$ cat src/logic/sdfs_consts.vh
// Constants for the sector data field sequencer.
`ifndef SDFS_CONSTS_VH
`define SDFS_CONSTS_VH

// Element positions n of the recorded sequence, 2048-byte sectors.
`define SDFS_L_FILL_FIRST   12'd2049
`define SDFS_L_CRC_FIRST    12'd2057
`define SDFS_L_ECC_FIRST    12'd2061
`define SDFS_L_LAST         12'd2380
`define SDFS_L_RS_PERIOD    6'd60
`define SDFS_L_RS_COUNT     6'd39
`define SDFS_L_COLS         5'd20
`define SDFS_L_ROWS         7'd102

// Element positions n of the recorded sequence, 512-byte sectors.
`define SDFS_S_FILL_FIRST   12'd513
`define SDFS_S_CRC_FIRST    12'd517
`define SDFS_S_ECC_FIRST    12'd521
`define SDFS_S_LAST         12'd600
`define SDFS_S_RS_PERIOD    6'd20
`define SDFS_S_RS_COUNT     6'd29
`define SDFS_S_COLS         5'd5
`define SDFS_S_ROWS         7'd103

`define SDFS_ECC_ROWS       7'd16
`define SDFS_SYNC_COUNT     2'd3
`define SDFS_SYNC_VALUE     8'h00
`define SDFS_FILL_VALUE     8'hff

// Kind codes of the outgoing element.
`define SDFS_KIND_SYNC      3'h0
`define SDFS_KIND_USER      3'h1
`define SDFS_KIND_FILL      3'h2
`define SDFS_KIND_CRC       3'h3
`define SDFS_KIND_ECC       3'h4
`define SDFS_KIND_RESYNC    3'h5

`endif

$ cat src/logic/sdfs_sequencer.v
// Sector data field sequencer: sync bytes, interleaved elements and resync fields.
`timescale 1ns/100ps
`default_nettype none
`include "sdfs_consts.vh"

module sdfs_sequencer (
    input  wire        clk_i,
    input  wire        sys_rst_i,
    input  wire        start_i,
    input  wire        fmt_512_i,
    input  wire [7:0]  in_data_i,
    input  wire        in_valid_i,
    output wire        in_ready_o,
    output wire [7:0]  out_data_o,
    output wire [2:0]  out_kind_o,
    output wire        out_valid_o,
    input  wire        out_ready_i,
    output wire        resync_alt_o,
    output wire [6:0]  out_row_o,
    output wire [4:0]  out_col_o,
    output wire        busy_o,
    output wire        done_o
);
    localparam ST_IDLE   = 2'd0;
    localparam ST_SYNC   = 2'd1;
    localparam ST_DATA   = 2'd2;
    localparam ST_RESYNC = 2'd3;

    reg  [1:0]  state_reg;
    reg  [11:0] pos_reg;
    reg  [5:0]  seg_reg;
    reg  [5:0]  rs_cnt_reg;
    reg  [1:0]  sync_cnt_reg;
    reg         fmt_reg;
    reg  [7:0]  buf_reg;
    reg         buf_full_reg;
    reg         in_ready_reg;
    reg  [7:0]  out_data_reg;
    reg  [2:0]  out_kind_reg;
    reg         out_valid_reg;
    reg         resync_alt_reg;
    reg  [6:0]  row_reg;
    reg  [4:0]  col_reg;
    reg         done_reg;
    reg         busy_reg;
    reg         busy_next;

    wire [2:0]  pos_kind;
    wire        pos_last;
    wire        rs_after;
    wire        can_load;
    wire        need_buf;
    wire        emit_elem;
    wire        take_in;
    wire        start_take;
    reg         buf_full_next;

    sdfs_pos_decode u_dec (
        .pos_i      (pos_reg),
        .fmt_512_i  (fmt_reg),
        .seg_i      (seg_reg),
        .rs_cnt_i   (rs_cnt_reg),
        .kind_o     (pos_kind),
        .last_o     (pos_last),
        .rs_after_o (rs_after)
    );

    // The output slot is free when empty or when the modulator takes the byte now.
    assign can_load  = !out_valid_reg || out_ready_i;
    assign need_buf  = (pos_kind != `SDFS_KIND_FILL);
    assign emit_elem = can_load && (state_reg == ST_DATA) && (!need_buf || buf_full_reg);
    assign take_in   = in_valid_i && in_ready_reg;
    // A start is refused while the last byte of the previous sector still waits.
    assign start_take = start_i && (state_reg == ST_IDLE) && !busy_reg;

    // Last column index of the selected format; the row steps down after it.
    function [4:0] col_last;
        input fmt;
        begin
            col_last = fmt ? (`SDFS_S_COLS - 5'd1) : (`SDFS_L_COLS - 5'd1);
        end
    endfunction

    // Busy covers the whole sector and a last byte still waiting at the output.
    always @* begin
        busy_next = 1'b0;
        if (state_reg != ST_IDLE) begin
            busy_next = 1'b1;
        end else if (start_take) begin
            busy_next = 1'b1;
        end else if (out_valid_reg && !out_ready_i) begin
            busy_next = 1'b1;
        end
    end

    // The one-byte staging register keeps in_ready_o a flop without dropping a byte.
    always @* begin
        buf_full_next = buf_full_reg;
        if (emit_elem && need_buf) begin
            buf_full_next = 1'b0;
        end
        if (take_in) begin
            buf_full_next = 1'b1;
        end
    end

    always @(posedge clk_i) begin
        if (sys_rst_i) begin
            state_reg      <= ST_IDLE;
            pos_reg        <= 12'h001;
            seg_reg        <= 6'h00;
            rs_cnt_reg     <= 6'h00;
            sync_cnt_reg   <= 2'h0;
            fmt_reg        <= 1'b0;
            buf_reg        <= 8'h00;
            buf_full_reg   <= 1'b0;
            in_ready_reg   <= 1'b0;
            out_data_reg   <= 8'h00;
            out_kind_reg   <= 3'h0;
            out_valid_reg  <= 1'b0;
            resync_alt_reg <= 1'b0;
            row_reg        <= 7'h00;
            col_reg        <= 5'h00;
            done_reg       <= 1'b0;
            busy_reg       <= 1'b0;
        end else begin
            done_reg     <= 1'b0;
            busy_reg     <= busy_next;
            buf_full_reg <= buf_full_next;
            in_ready_reg <= !buf_full_next;
            if (take_in) begin
                buf_reg <= in_data_i;
            end
            if (out_ready_i) begin
                out_valid_reg <= 1'b0;
            end
            case (state_reg)
                ST_IDLE: begin
                    // Holding the start off keeps the format latch still under a pending byte.
                    if (start_take) begin
                        // Format is latched here and held for the whole sector.
                        fmt_reg      <= fmt_512_i;
                        pos_reg      <= 12'h001;
                        seg_reg      <= 6'h00;
                        rs_cnt_reg   <= 6'h00;
                        sync_cnt_reg <= 2'h0;
                        row_reg      <= fmt_512_i ? `SDFS_S_ROWS : `SDFS_L_ROWS;
                        col_reg      <= 5'h00;
                        state_reg    <= ST_SYNC;
                    end
                end
                ST_SYNC: begin
                    if (can_load) begin
                        out_data_reg  <= `SDFS_SYNC_VALUE;
                        out_kind_reg  <= `SDFS_KIND_SYNC;
                        out_valid_reg <= 1'b1;
                        sync_cnt_reg  <= sync_cnt_reg + 2'h1;
                        if (sync_cnt_reg == `SDFS_SYNC_COUNT) begin
                            state_reg <= ST_DATA;
                        end
                    end
                end
                ST_DATA: begin
                    if (emit_elem) begin
                        out_kind_reg  <= pos_kind;
                        out_valid_reg <= 1'b1;
                        if (pos_kind == `SDFS_KIND_FILL) begin
                            out_data_reg <= `SDFS_FILL_VALUE;
                        end else if (pos_kind == `SDFS_KIND_ECC) begin
                            out_data_reg <= ~buf_reg;
                        end else begin
                            out_data_reg <= buf_reg;
                        end
                        // Row counts down through zero into the ECC lines, wrapping to -1.
                        if (col_reg == col_last(fmt_reg)) begin
                            col_reg <= 5'h00;
                            row_reg <= row_reg - 7'd1;
                        end else begin
                            col_reg <= col_reg + 5'd1;
                        end
                        pos_reg <= pos_reg + 12'h001;
                        seg_reg <= seg_reg + 6'h01;
                        if (pos_last) begin
                            done_reg  <= 1'b1;
                            state_reg <= ST_IDLE;
                        end else if (rs_after) begin
                            state_reg <= ST_RESYNC;
                        end
                    end
                end
                default: begin
                    if (can_load) begin
                        // The resync number rides in the data byte; the position is not advanced.
                        out_data_reg   <= {2'b00, rs_cnt_reg + 6'h01};
                        out_kind_reg   <= `SDFS_KIND_RESYNC;
                        out_valid_reg  <= 1'b1;
                        resync_alt_reg <= rs_cnt_reg[0];
                        rs_cnt_reg     <= rs_cnt_reg + 6'h01;
                        seg_reg        <= 6'h00;
                        state_reg      <= ST_DATA;
                    end
                end
            endcase
        end
    end

    assign in_ready_o   = in_ready_reg;
    assign out_data_o   = out_data_reg;
    assign out_kind_o   = out_kind_reg;
    assign out_valid_o  = out_valid_reg;
    assign resync_alt_o = resync_alt_reg;
    assign out_row_o    = row_reg;
    assign out_col_o    = col_reg;
    assign busy_o       = busy_reg;
    assign done_o       = done_reg;
endmodule
`default_nettype wire

$ cat src/logic/sdfs_pos_decode.v
// Classifies a sequence position n of the data field for the selected sector size.
`timescale 1ns/100ps
`default_nettype none
`include "sdfs_consts.vh"

module sdfs_pos_decode (
    input  wire [11:0] pos_i,
    input  wire        fmt_512_i,
    input  wire [5:0]  seg_i,
    input  wire [5:0]  rs_cnt_i,
    output reg  [2:0]  kind_o,
    output reg         last_o,
    output reg         rs_after_o
);
    reg [11:0] fill_first;
    reg [11:0] crc_first;
    reg [11:0] ecc_first;
    reg [11:0] last_pos;
    reg [5:0]  period;
    reg [5:0]  rs_max;

    always @* begin
        fill_first = fmt_512_i ? `SDFS_S_FILL_FIRST : `SDFS_L_FILL_FIRST;
        crc_first  = fmt_512_i ? `SDFS_S_CRC_FIRST  : `SDFS_L_CRC_FIRST;
        ecc_first  = fmt_512_i ? `SDFS_S_ECC_FIRST  : `SDFS_L_ECC_FIRST;
        last_pos   = fmt_512_i ? `SDFS_S_LAST       : `SDFS_L_LAST;
        period     = fmt_512_i ? `SDFS_S_RS_PERIOD  : `SDFS_L_RS_PERIOD;
        rs_max     = fmt_512_i ? `SDFS_S_RS_COUNT   : `SDFS_L_RS_COUNT;
        if (pos_i >= ecc_first) begin
            kind_o = `SDFS_KIND_ECC;
        end else if (pos_i >= crc_first) begin
            kind_o = `SDFS_KIND_CRC;
        end else if (pos_i >= fill_first) begin
            kind_o = `SDFS_KIND_FILL;
        end else begin
            kind_o = `SDFS_KIND_USER;
        end
        last_o     = (pos_i == last_pos);
        // The segment count is taken before it steps, so the element that
        // completes a segment is the one seen at the count below the period.
        rs_after_o = (seg_i == period - 6'd1) && (rs_cnt_i < rs_max);
    end
endmodule
`default_nettype wire

$ cat config.mk
export PLATFORM = sky130hd
export DESIGN_NAME = sdfs_sequencer
export DESIGN_NICKNAME = d
export VERILOG_FILES = /design/src/logic/sdfs_sequencer.v /design/src/logic/sdfs_pos_decode.v
export VERILOG_INCLUDE_DIRS = /design/src /design/src/logic
export SDC_FILE = /design/constraint.sdc
export NUM_CORES = 1
export LEC_CHECK = 0
export BUFFER_PORTS_ARGS = -buffer_cell sky130_fd_sc_hd__buf_2
export CORE_ASPECT_RATIO = 0.9
export CORE_MARGIN = 2
export CORE_UTILIZATION = 53
export DETAILED_ROUTE_END_ITERATION = 8
export PLACE_DENSITY = 0.76
export SLEW_MARGIN = 20
export SYNTH_ARGS = -nofsm -noshare
export SYNTH_HDL_FRONTEND = slang
export SYNTH_SLANG_ARGS = --single-unit
$ cat constraint.sdc
create_clock -name clk_i -period 2.6 [get_ports clk_i]
set_input_delay 0.13 -clock clk_i [delete_from_list [all_inputs] [get_ports clk_i]]
set_output_delay 0.13 -clock clk_i [all_outputs]
set_load 0.1 [all_outputs]
**After elaboration in Yosys (flattened, before gate mapping)**

Cells that the tools add are included.

- Register bits after elaboration: 66
- Bits of input ports: 14
- Output and inout port bits: 28
- Word-level logic and storage cells: 143

- $add $sub $neg: 7
- $lt $le $gt $ge: 4
- Eq/ne operators: 15
- Mux-type cells: 59
- Bitwise gates (word level): 7
- Reductions and logical operators: 34

Operator list:

| kind | number |
|---|---|
| $mux 12 | 6 |
| $mux 8 | 5 |
| $ge 12x12->1 | 3 |
| $mux 6 | 6 |
| $pmux 12 s2 | 1 |
| $pmux 8 s3 | 1 |
| $mux 7 | 3 |
| $mux 2 | 10 |
| $mux 5 | 4 |
| $pmux 6 s3 | 1 |
| $mux 3 | 5 |
| $pmux 7 s2 | 1 |
| $add 12x1->12 const B | 1 |
| $add 6x1->6 const B | 2 |
| $eq 12x12->1 | 1 |
| $pmux 6 s2 | 1 |
| $reduce_and 4->1 | 3 |
| $mux 1 | 10 |
| $pmux 5 s2 | 1 |
| $reduce_bool 2->1 | 5 |
| $pmux 3 s3 | 1 |
| $reduce_and 3->1 | 3 |
| $logic_and 1x1->1 | 8 |
| $ne 2x2->1 const B | 4 |
| other kinds (27) | 40 |

**Longest topological paths before layout**

Gate-level depths: netlist of the first run.

- Depth after elaboration: 13
- Gate-level depth with buffers: 11
- Depth with buffers taken out: 8

**Modules after synthesis**

A second synthesis of the first run with hierarchy kept.

- Cells, all modules: 487
- Area, all modules: 3,977.6 µm²

By module, submodules not included:

| module | times used | cells each | area an instance (µm²) | seq. area each (µm²) |
|---|---|---|---|---|
| sdfs_sequencer | 1 | 444 | 3,637.2 | 1,321.3 |
| sdfs_pos_decode | 1 | 43 | 340.3 | 0.0 |

**Worst setup path before layout of the first run**

Ideal clock, no wire load.

- Path type: flip-flop to flip-flop
- From: reg fmt_reg
- To: reg pos_reg[11]
- Setup time: 0.070 ns
- Arrival time: 2.724 ns
- Required time: 2.530 ns
- Slack: -0.195 ns
- Cell stages (with the launch flop): 10
- Path buffers: 1
- Clock period less this slack: 2.795 ns
- Cell sequence: dfxtp_1 > inv_1 > ha_1 > nand4bb_4 > or3_4 > o41ai_4 > a21oi_2 > buf_6 > or4_1 > a21oi_1

- Longest elaborated chain between the ends: 11
- Elaborated cells on any way between the ends: 15
- Classes of those cells: order compare: 3; eq/ne: 2; mux: 6; reduce/logical: 4

RTL lines:

| what | line | source |
|---|---|---|
| from (decl) | sdfs_sequencer.v:34 | `reg fmt_reg;` |
| from (signal assigned) | sdfs_sequencer.v:142 | `fmt_reg <= fmt_512_i;` |
| $mux 12 (no line) | -- |  |
| $ge 12x12->1 | sdfs_pos_decode.v:33 | `end else if (pos_i >= fill_first) begin` |
| $mux 2 | sdfs_pos_decode.v:33 |  |
| $mux 3 | sdfs_pos_decode.v:31 | `end else if (pos_i >= crc_first) begin` |
| $mux 3 (*) | sdfs_pos_decode.v:29 | `if (pos_i >= ecc_first) begin` |
| $ne 3x2->1 (no line) (*) | -- |  |
| $logic_not 1->1 (*) | sdfs_sequencer.v:71 | `assign emit_elem = can_load && (state_reg == ST_DATA) && (!need_buf \|\| buf_full_reg);` |
| $logic_or 1x1->1 (*) | sdfs_sequencer.v:71 |  |
| $logic_and 1x1->1 (*) | sdfs_sequencer.v:71 |  |
| $ne 2x2->1 (no line) (*) | -- |  |
| $reduce_and 3->1 (no line) (*) | -- |  |
| to (signal assigned) | sdfs_sequencer.v:181 | `pos_reg <= pos_reg + 12'h001;` |
| to (decl) | sdfs_sequencer.v:30 | `reg [11:0] pos_reg;` |

Mark *: on every way between the ends. The rest lies on a longest branch, timed or not.
A chain may end at the register's enable or synchronous reset.

**Worst setup path in the final report of the first run**

- From: reg fmt_reg
- To: reg pos_reg[10]

The elaborated chain is that of the path after synthesis.

==> metrics.csv, run 1 <==
metric,value,unit
status,"complete, but fails checks",
violations,setup timing,
setup_viol,6,
hp-class,in2reg,
slowest_delay,520,ps
crit_chain,inv_4 > ha_4 > nand4bb_4 > or3_4 > o41ai_4 > a21oi_4 > buf_12 > or4_4 > a21oi_2,
post-synth-top-area-fraction,36.2,%
htree_levels,3,
syn_nets,482,
yosysSeqAreaShare,36.2,%
cp.depth,9,
rsz0062_at_grt,true,
grt_overflow_total,0,
placed_cell_area,4090,um^2
gp_congestion,0.874,
async_flop_share,0,%
clk_latency,350,ps
final.fill_count,548,
finalCritPeriodShare,102,%
worstSetupPathType,reg2reg,
leakage,1.83,nW
syn2layout_area_growth,22.0,%
grt_use_total,24.9,%
critPathTopFamily,simple AND/OR/NAND/NOR gates,
synth_seq_cells,66,
numPlacedInstances,586,
cts.sinks,66,
synth_area_leaders,"dfxtp_1 (36%), ha_1 (7.5%), a21oi_1 (6.2%)",
setup_ws,-48.5,ps
stdcell_count,611,
endpoint_kind,flip-flop,
die_x,91.5,um
antennaDiodeCount,0,
tightest_slew,837,ps
synth_top_area_cell,dfxtp_1,
crit_slowest_cell,or4_4,
cp.arrival,2940,ps
dr.pass1.iters,6,
hold_violations,0,
synthCells,446,
die_height,82.8,um
slew_headroom,43.5,%
grt_max_degree,35,
peakVddDrop,0.000691,V
max_freq,0.378,GHz
skew,7.51,ps
start_util,55.2,%
synth_area_per_cell,8.19,um^2
ios,42,
fin_nets,552,
rows,28,
maxCapViolations,0,
path_max_fanout,5,
portBuffers,41,
grt_pass1_wl,15.0,mm
first_iter_violations,249,
dp_hpwl,6.85,mm
required,2890,ps
min_period,2650,ps
path_clk_slew,80,ps
antenna_found_initial,0,
r2r_cells,9,
core_area,6620,um^2
ant_nets,0,
drive_gt1_share,24.0,%
whs_path_depth,3,
final_util,67.3,%
routed_wirelength,9.89,mm
drv_slew,0,
largest_register_ff_count,12,
finalSetupTns,-146,ps
design_area,4460,um^2
cts_buffer_depth,2,
synth_area,3650,um^2
wl_per_cell,16.2,um
via_per_inst,6.09,
hold_buffers,0,
synth_edf_count,0,
grt_pass1_vias,3258,
cts_buffers,9,
dieArea,7570,um^2
dp_slack,-12.7,ps
power.density,997,nW/um^2
critPathBufInv,2,
synth_cell_types,58,
yosys_warnings,0,
cts_root_buffer,clkbuf_8,
cts_tree,done,
dr_total_vias,3718,
critPathLaunchType,flip-flop,
synth-main-ff-cell,dfxtp_1,
drc,0,
[report_power, final]
part / leakage [nW] / switching [mW] / internal [mW]
registers: 0.538 / 0.147 / 1.16
logic: 1.20 / 1.67 / 0.704
clock network: 0.0927 / 0.413 / 0.343
total: 1.83 / 2.23 / 2.21
[synth_stat cells (7+ instances only)]
library cell	n
a21oi_1	45
inv_1	15
mux2i_1	10
clkbuf_1	14
nor3_1	11
a22oi_1	7
nor2_1	42
ha_1	22
nand2_1	46
o21ai_0	28
dfxtp_1	66
or3_1	8
nand3_1	26
[cell type report]
| type | instances | area (um^2) | share of cell area, % |
|---|---|---|---|
| Clock buffer | 9 | 124 | 2.78 |
| Inverter | 16 | 62.6 | 1.40 |
| Tap cell | 90 | 113 | 2.53 |
| Multi-Input combinational cell | 345 | 2280 | 51.1 |
| Clock inverter | 7 | 46.3 | 1.04 |
| Sequential cell | 66 | 1330 | 29.7 |
| Timing Repair Buffer | 78 | 507 | 11.4 |
[per-stage QoR]
step | power, mW | hold slack [ps]
floorplan | 2.99 | 274
global placement | 3.44 | 385
detailed placement | 3.48 | 388
CTS | 4.23 | 25.6
global route | 4.68 | 40.4
finish | 4.44 | 25.2
[layer usage]
| layer | track usage, % | vias up | wire, um |
|---|---|---|---|
| met1 | 31.7 | 1781 | 4280 |
| li1 | - | 1762 | - |
| met4 | 8.64 | 0 | 180 |
| met3 | 5.26 | 21 | 690 |
| met5 | 0 | - | 0 |
| met2 | 42.6 | 154 | 4730 |
[layout by cell type, fill, tap and decap left out, drive strengths merged, types with 8 or more instances in the layout]
master	netlist	layout
clkbuf	14	9
buf	5	77
inv	15	15
o21ai	30	30
nor3	11	11
a21oi	46	46
nor2	42	42
or3	9	9
nand3	26	26
ha	22	22
nand2	46	46
mux2i	10	10
clkinv	1	8
dfxtp	66	66
[cell families (layout without fill, tap and decap cells)]
| family | Yosys count | after routing | share of synthesized area [%] |
|---|---|---|---|
| compound gates | 127 | 127 | 22.5 |
| fa+ha+maj | 22 | 22 | 7.54 |
| xor+xnor | 8 | 8 | 1.92 |
| mux | 10 | 10 | 2.74 |
| flops | 66 | 66 | 36.2 |
| simple gates | 178 | 178 | 25.0 |
| buf+inv | 35 | 110 | 4.11 |
[path summary, 6_finish.rpt]
path                  from            end  slack, ps
min           in_data_i[0]     buf_reg[0]         30
max                fmt_reg    pos_reg[10]        -50
min reg2reg  out_data_o[6]  out_data_o[6]        460
max reg2reg        fmt_reg    pos_reg[10]        -50
[tightest hold or removal path, cell delays in order]
cell and delay (ps):
buf_2 90, nand3_1 60, a21oi_1 50
[repair_timing]
item | CTS | global route
setup endpoints to repair | 2 | 34
gates resized for setup | 1 | 26
setup buffers | 0 | 9
pin swaps | 0 | 13
gates cloned | 0 | 1
(Power assumes the default switching activity.)
==> inputs of run 2 (changes only) <==
--- a/config.mk
+++ b/config.mk
@@ -12,6 +12,7 @@
 export CORE_UTILIZATION = 53
 export DETAILED_ROUTE_END_ITERATION = 8
 export PLACE_DENSITY = 0.76
+export RECOVER_POWER = 50
 export SLEW_MARGIN = 20
 export SYNTH_ARGS = -nofsm -noshare
 export SYNTH_HDL_FRONTEND = slang
==> metrics.csv, run 2 (same netlist as run 1, synthesis figures left out) <==
metric,value,unit,change
status,"complete, but fails checks",,
violations,setup timing,,
stdcell_count,611,,unchanged
clkPwrFrac,17.2,%,+0.2 points
crit_slowest_cell,or4_4,,
p_int,2.17,mW,-1.6%
power.density,999,nW/um^2,+0.26%
required,2890,ps,about the same
mostFrequentLayoutCells,"dfxtp_1 (65), nand2_1 (46), nor2_1 (42)",,
peakVddDrop,0.000690,V,-0.21%
grt_overflow_total,0,,unchanged
drc,0,,unchanged
cts_buffers,9,,unchanged
crit_chain,inv_4 > ha_4 > nand4bb_4 > or3_4 > o41ai_4 > a21oi_4 > buf_12 > or4_4 > a21oi_2,,
numPlacedInstances,586,,unchanged
sequentialPowerShare,29.8,%,+0.3 points
ant_nets,0,,unchanged
via_per_inst,6.06,,-0.40%
routed_wirelength,9.96,mm,+0.68%
drive_gt1_share,18.4,%,-5.6 points
grt_max_degree,35,,unchanged
cts.sinks,66,,unchanged
die_height,82.8,um,unchanged
final_common_cell,dfxtp_1,,
htree_levels,3,,unchanged
rsz0062_at_grt,true,,
power,4.41,mW,-0.61%
dieArea,7570,um^2,unchanged
hold_buffers,0,,unchanged
core_area,6620,um^2,unchanged
wl_per_cell,16.3,um,+0.68%
fin_nets,552,,unchanged
setup_ws,-42.8,ps,+5.66 ps
grt_use_total,24.9,%,unchanged
max_freq,0.378,GHz,+0.21%
finalCritPeriodShare,102,%,-0.22 points
whs,22.3,ps,-2.95 ps
endpoint_kind,flip-flop,,
cts_root_buffer,clkbuf_8,,
gp_congestion,0.874,,unchanged
grt_pass1_wl,15.0,mm,unchanged
die_x,91.5,um,unchanged
ff2ff_setup_slack,-40,ps,about the same
portBuffers,41,,unchanged
cts_tree,done,,
critPathLaunchType,flip-flop,,
slowest_delay,520,ps,about the same
leakage,1.71,nW,-6.4%
ios,42,,unchanged
p_sw,2.24,mW,+0.39%
syn2layout_area_growth,20.9,%,
clk_latency,350,ps,about the same
cts_buffer_depth,2,,unchanged
placed_cell_area,4090,um^2,unchanged
largest_register_ff_count,12,,unchanged
grt_pass1_vias,3258,,unchanged
antennaDiodeCount,0,,unchanged
path_clk_slew,80,ps,about the same
setup_viol,4,,-2
path_max_fanout,5,,unchanged
rows,28,,unchanged
dr.pass1.iters,5,,-1
cp.arrival,2930,ps,about the same
worstSetupPathType,reg2reg,,
swShare,50.7,%,+0.51 points
design_area,4420,um^2,-0.87%
first_iter_violations,218,,-12%
hp-class,in2reg,,
tightest_slew,1210,ps,+373 ps
power.share.combinational,53.1,%,-0.4 points
min_period,2640,ps,-5.65 ps
antenna_found_initial,0,,unchanged
final_util,66.7,%,-0.59 points
drv_slew,0,,unchanged
skew,8.72,ps,+1.21 ps
dp_hpwl,6.85,mm,unchanged
hold_violations,0,,unchanged
maxCapViolations,0,,unchanged
slew_headroom,19.7,%,-24 points
dr_total_vias,3703,,-0.40%
start_util,55.2,%,unchanged
==> run 2: critical path, delay by kind of cell, from the launching register on <==
| kind | cells | cell delay (ps) |
|---|---|---|
| simple gates | 3 | 1020 |
| compound gates | 3 | 650 |
| flops | 1 | 400 |
| fa+ha+maj | 1 | 280 |
| buf+inv | 2 | 230 |
==> run 2: final timing paths <==
path	startpoint	to	cells after the start
max	fmt_reg	pos_reg[10]	9
max reg2reg	fmt_reg	pos_reg[10]	9
min	in_data_i[0]	buf_reg[0]	3
min reg2reg	out_data_o[6]	out_data_o[6]	2
==> run 2: per-stage QoR <==
stage               setup slack [ps]  TNS, ps
floorplan                       24.9        0
global placement                79.0        0
detailed placement             -12.7    -15.8
CTS                            -1.02    -1.02
global route                    -134    -1190
finish                         -42.8     -110
==> run 2: metal layers <==
layer	wire, um	GRT usage [%]	part of all wire (%)	vias to the layer above
li1	-	-	-	1765
met1	4340	31.7	44	1771
met2	4730	42.6	47	145
met3	702	5.26	7.1	22
met4	185	8.64	1.9	0
met5	0	0	0	-
==> run 2: cell type report <==
cell class / instances / area (um^2)
Fill cell: 567 / 2200
Clock buffer: 9 / 124
Multi-Input combinational cell: 345 / 2280
Timing Repair Buffer: 78 / 468
Tap cell: 90 / 113
Sequential cell: 66 / 1330
Clock inverter: 7 / 46.3
Inverter: 16 / 62.6
==> run 2: repair_timing <==
item                                    CTS  global route
setup buffers                             0             9
gates cloned                              0             1
gates resized for setup                   1            26
pin swaps                                 0            13
endpoints found under the setup margin    2            34
==> run 2: power groups by stage <==
stage / clock (mW) / combinational [mW] / sequential, mW
after global placement: 0 / 2.12 / 1.32
after detailed placement: 0 / 2.15 / 1.33
after CTS: 0.760 / 2.17 / 1.31
final: 0.757 / 2.34 / 1.31
after global routing: 0.803 / 2.51 / 1.34
after floorplan: 0 / 0.992 / 2.00
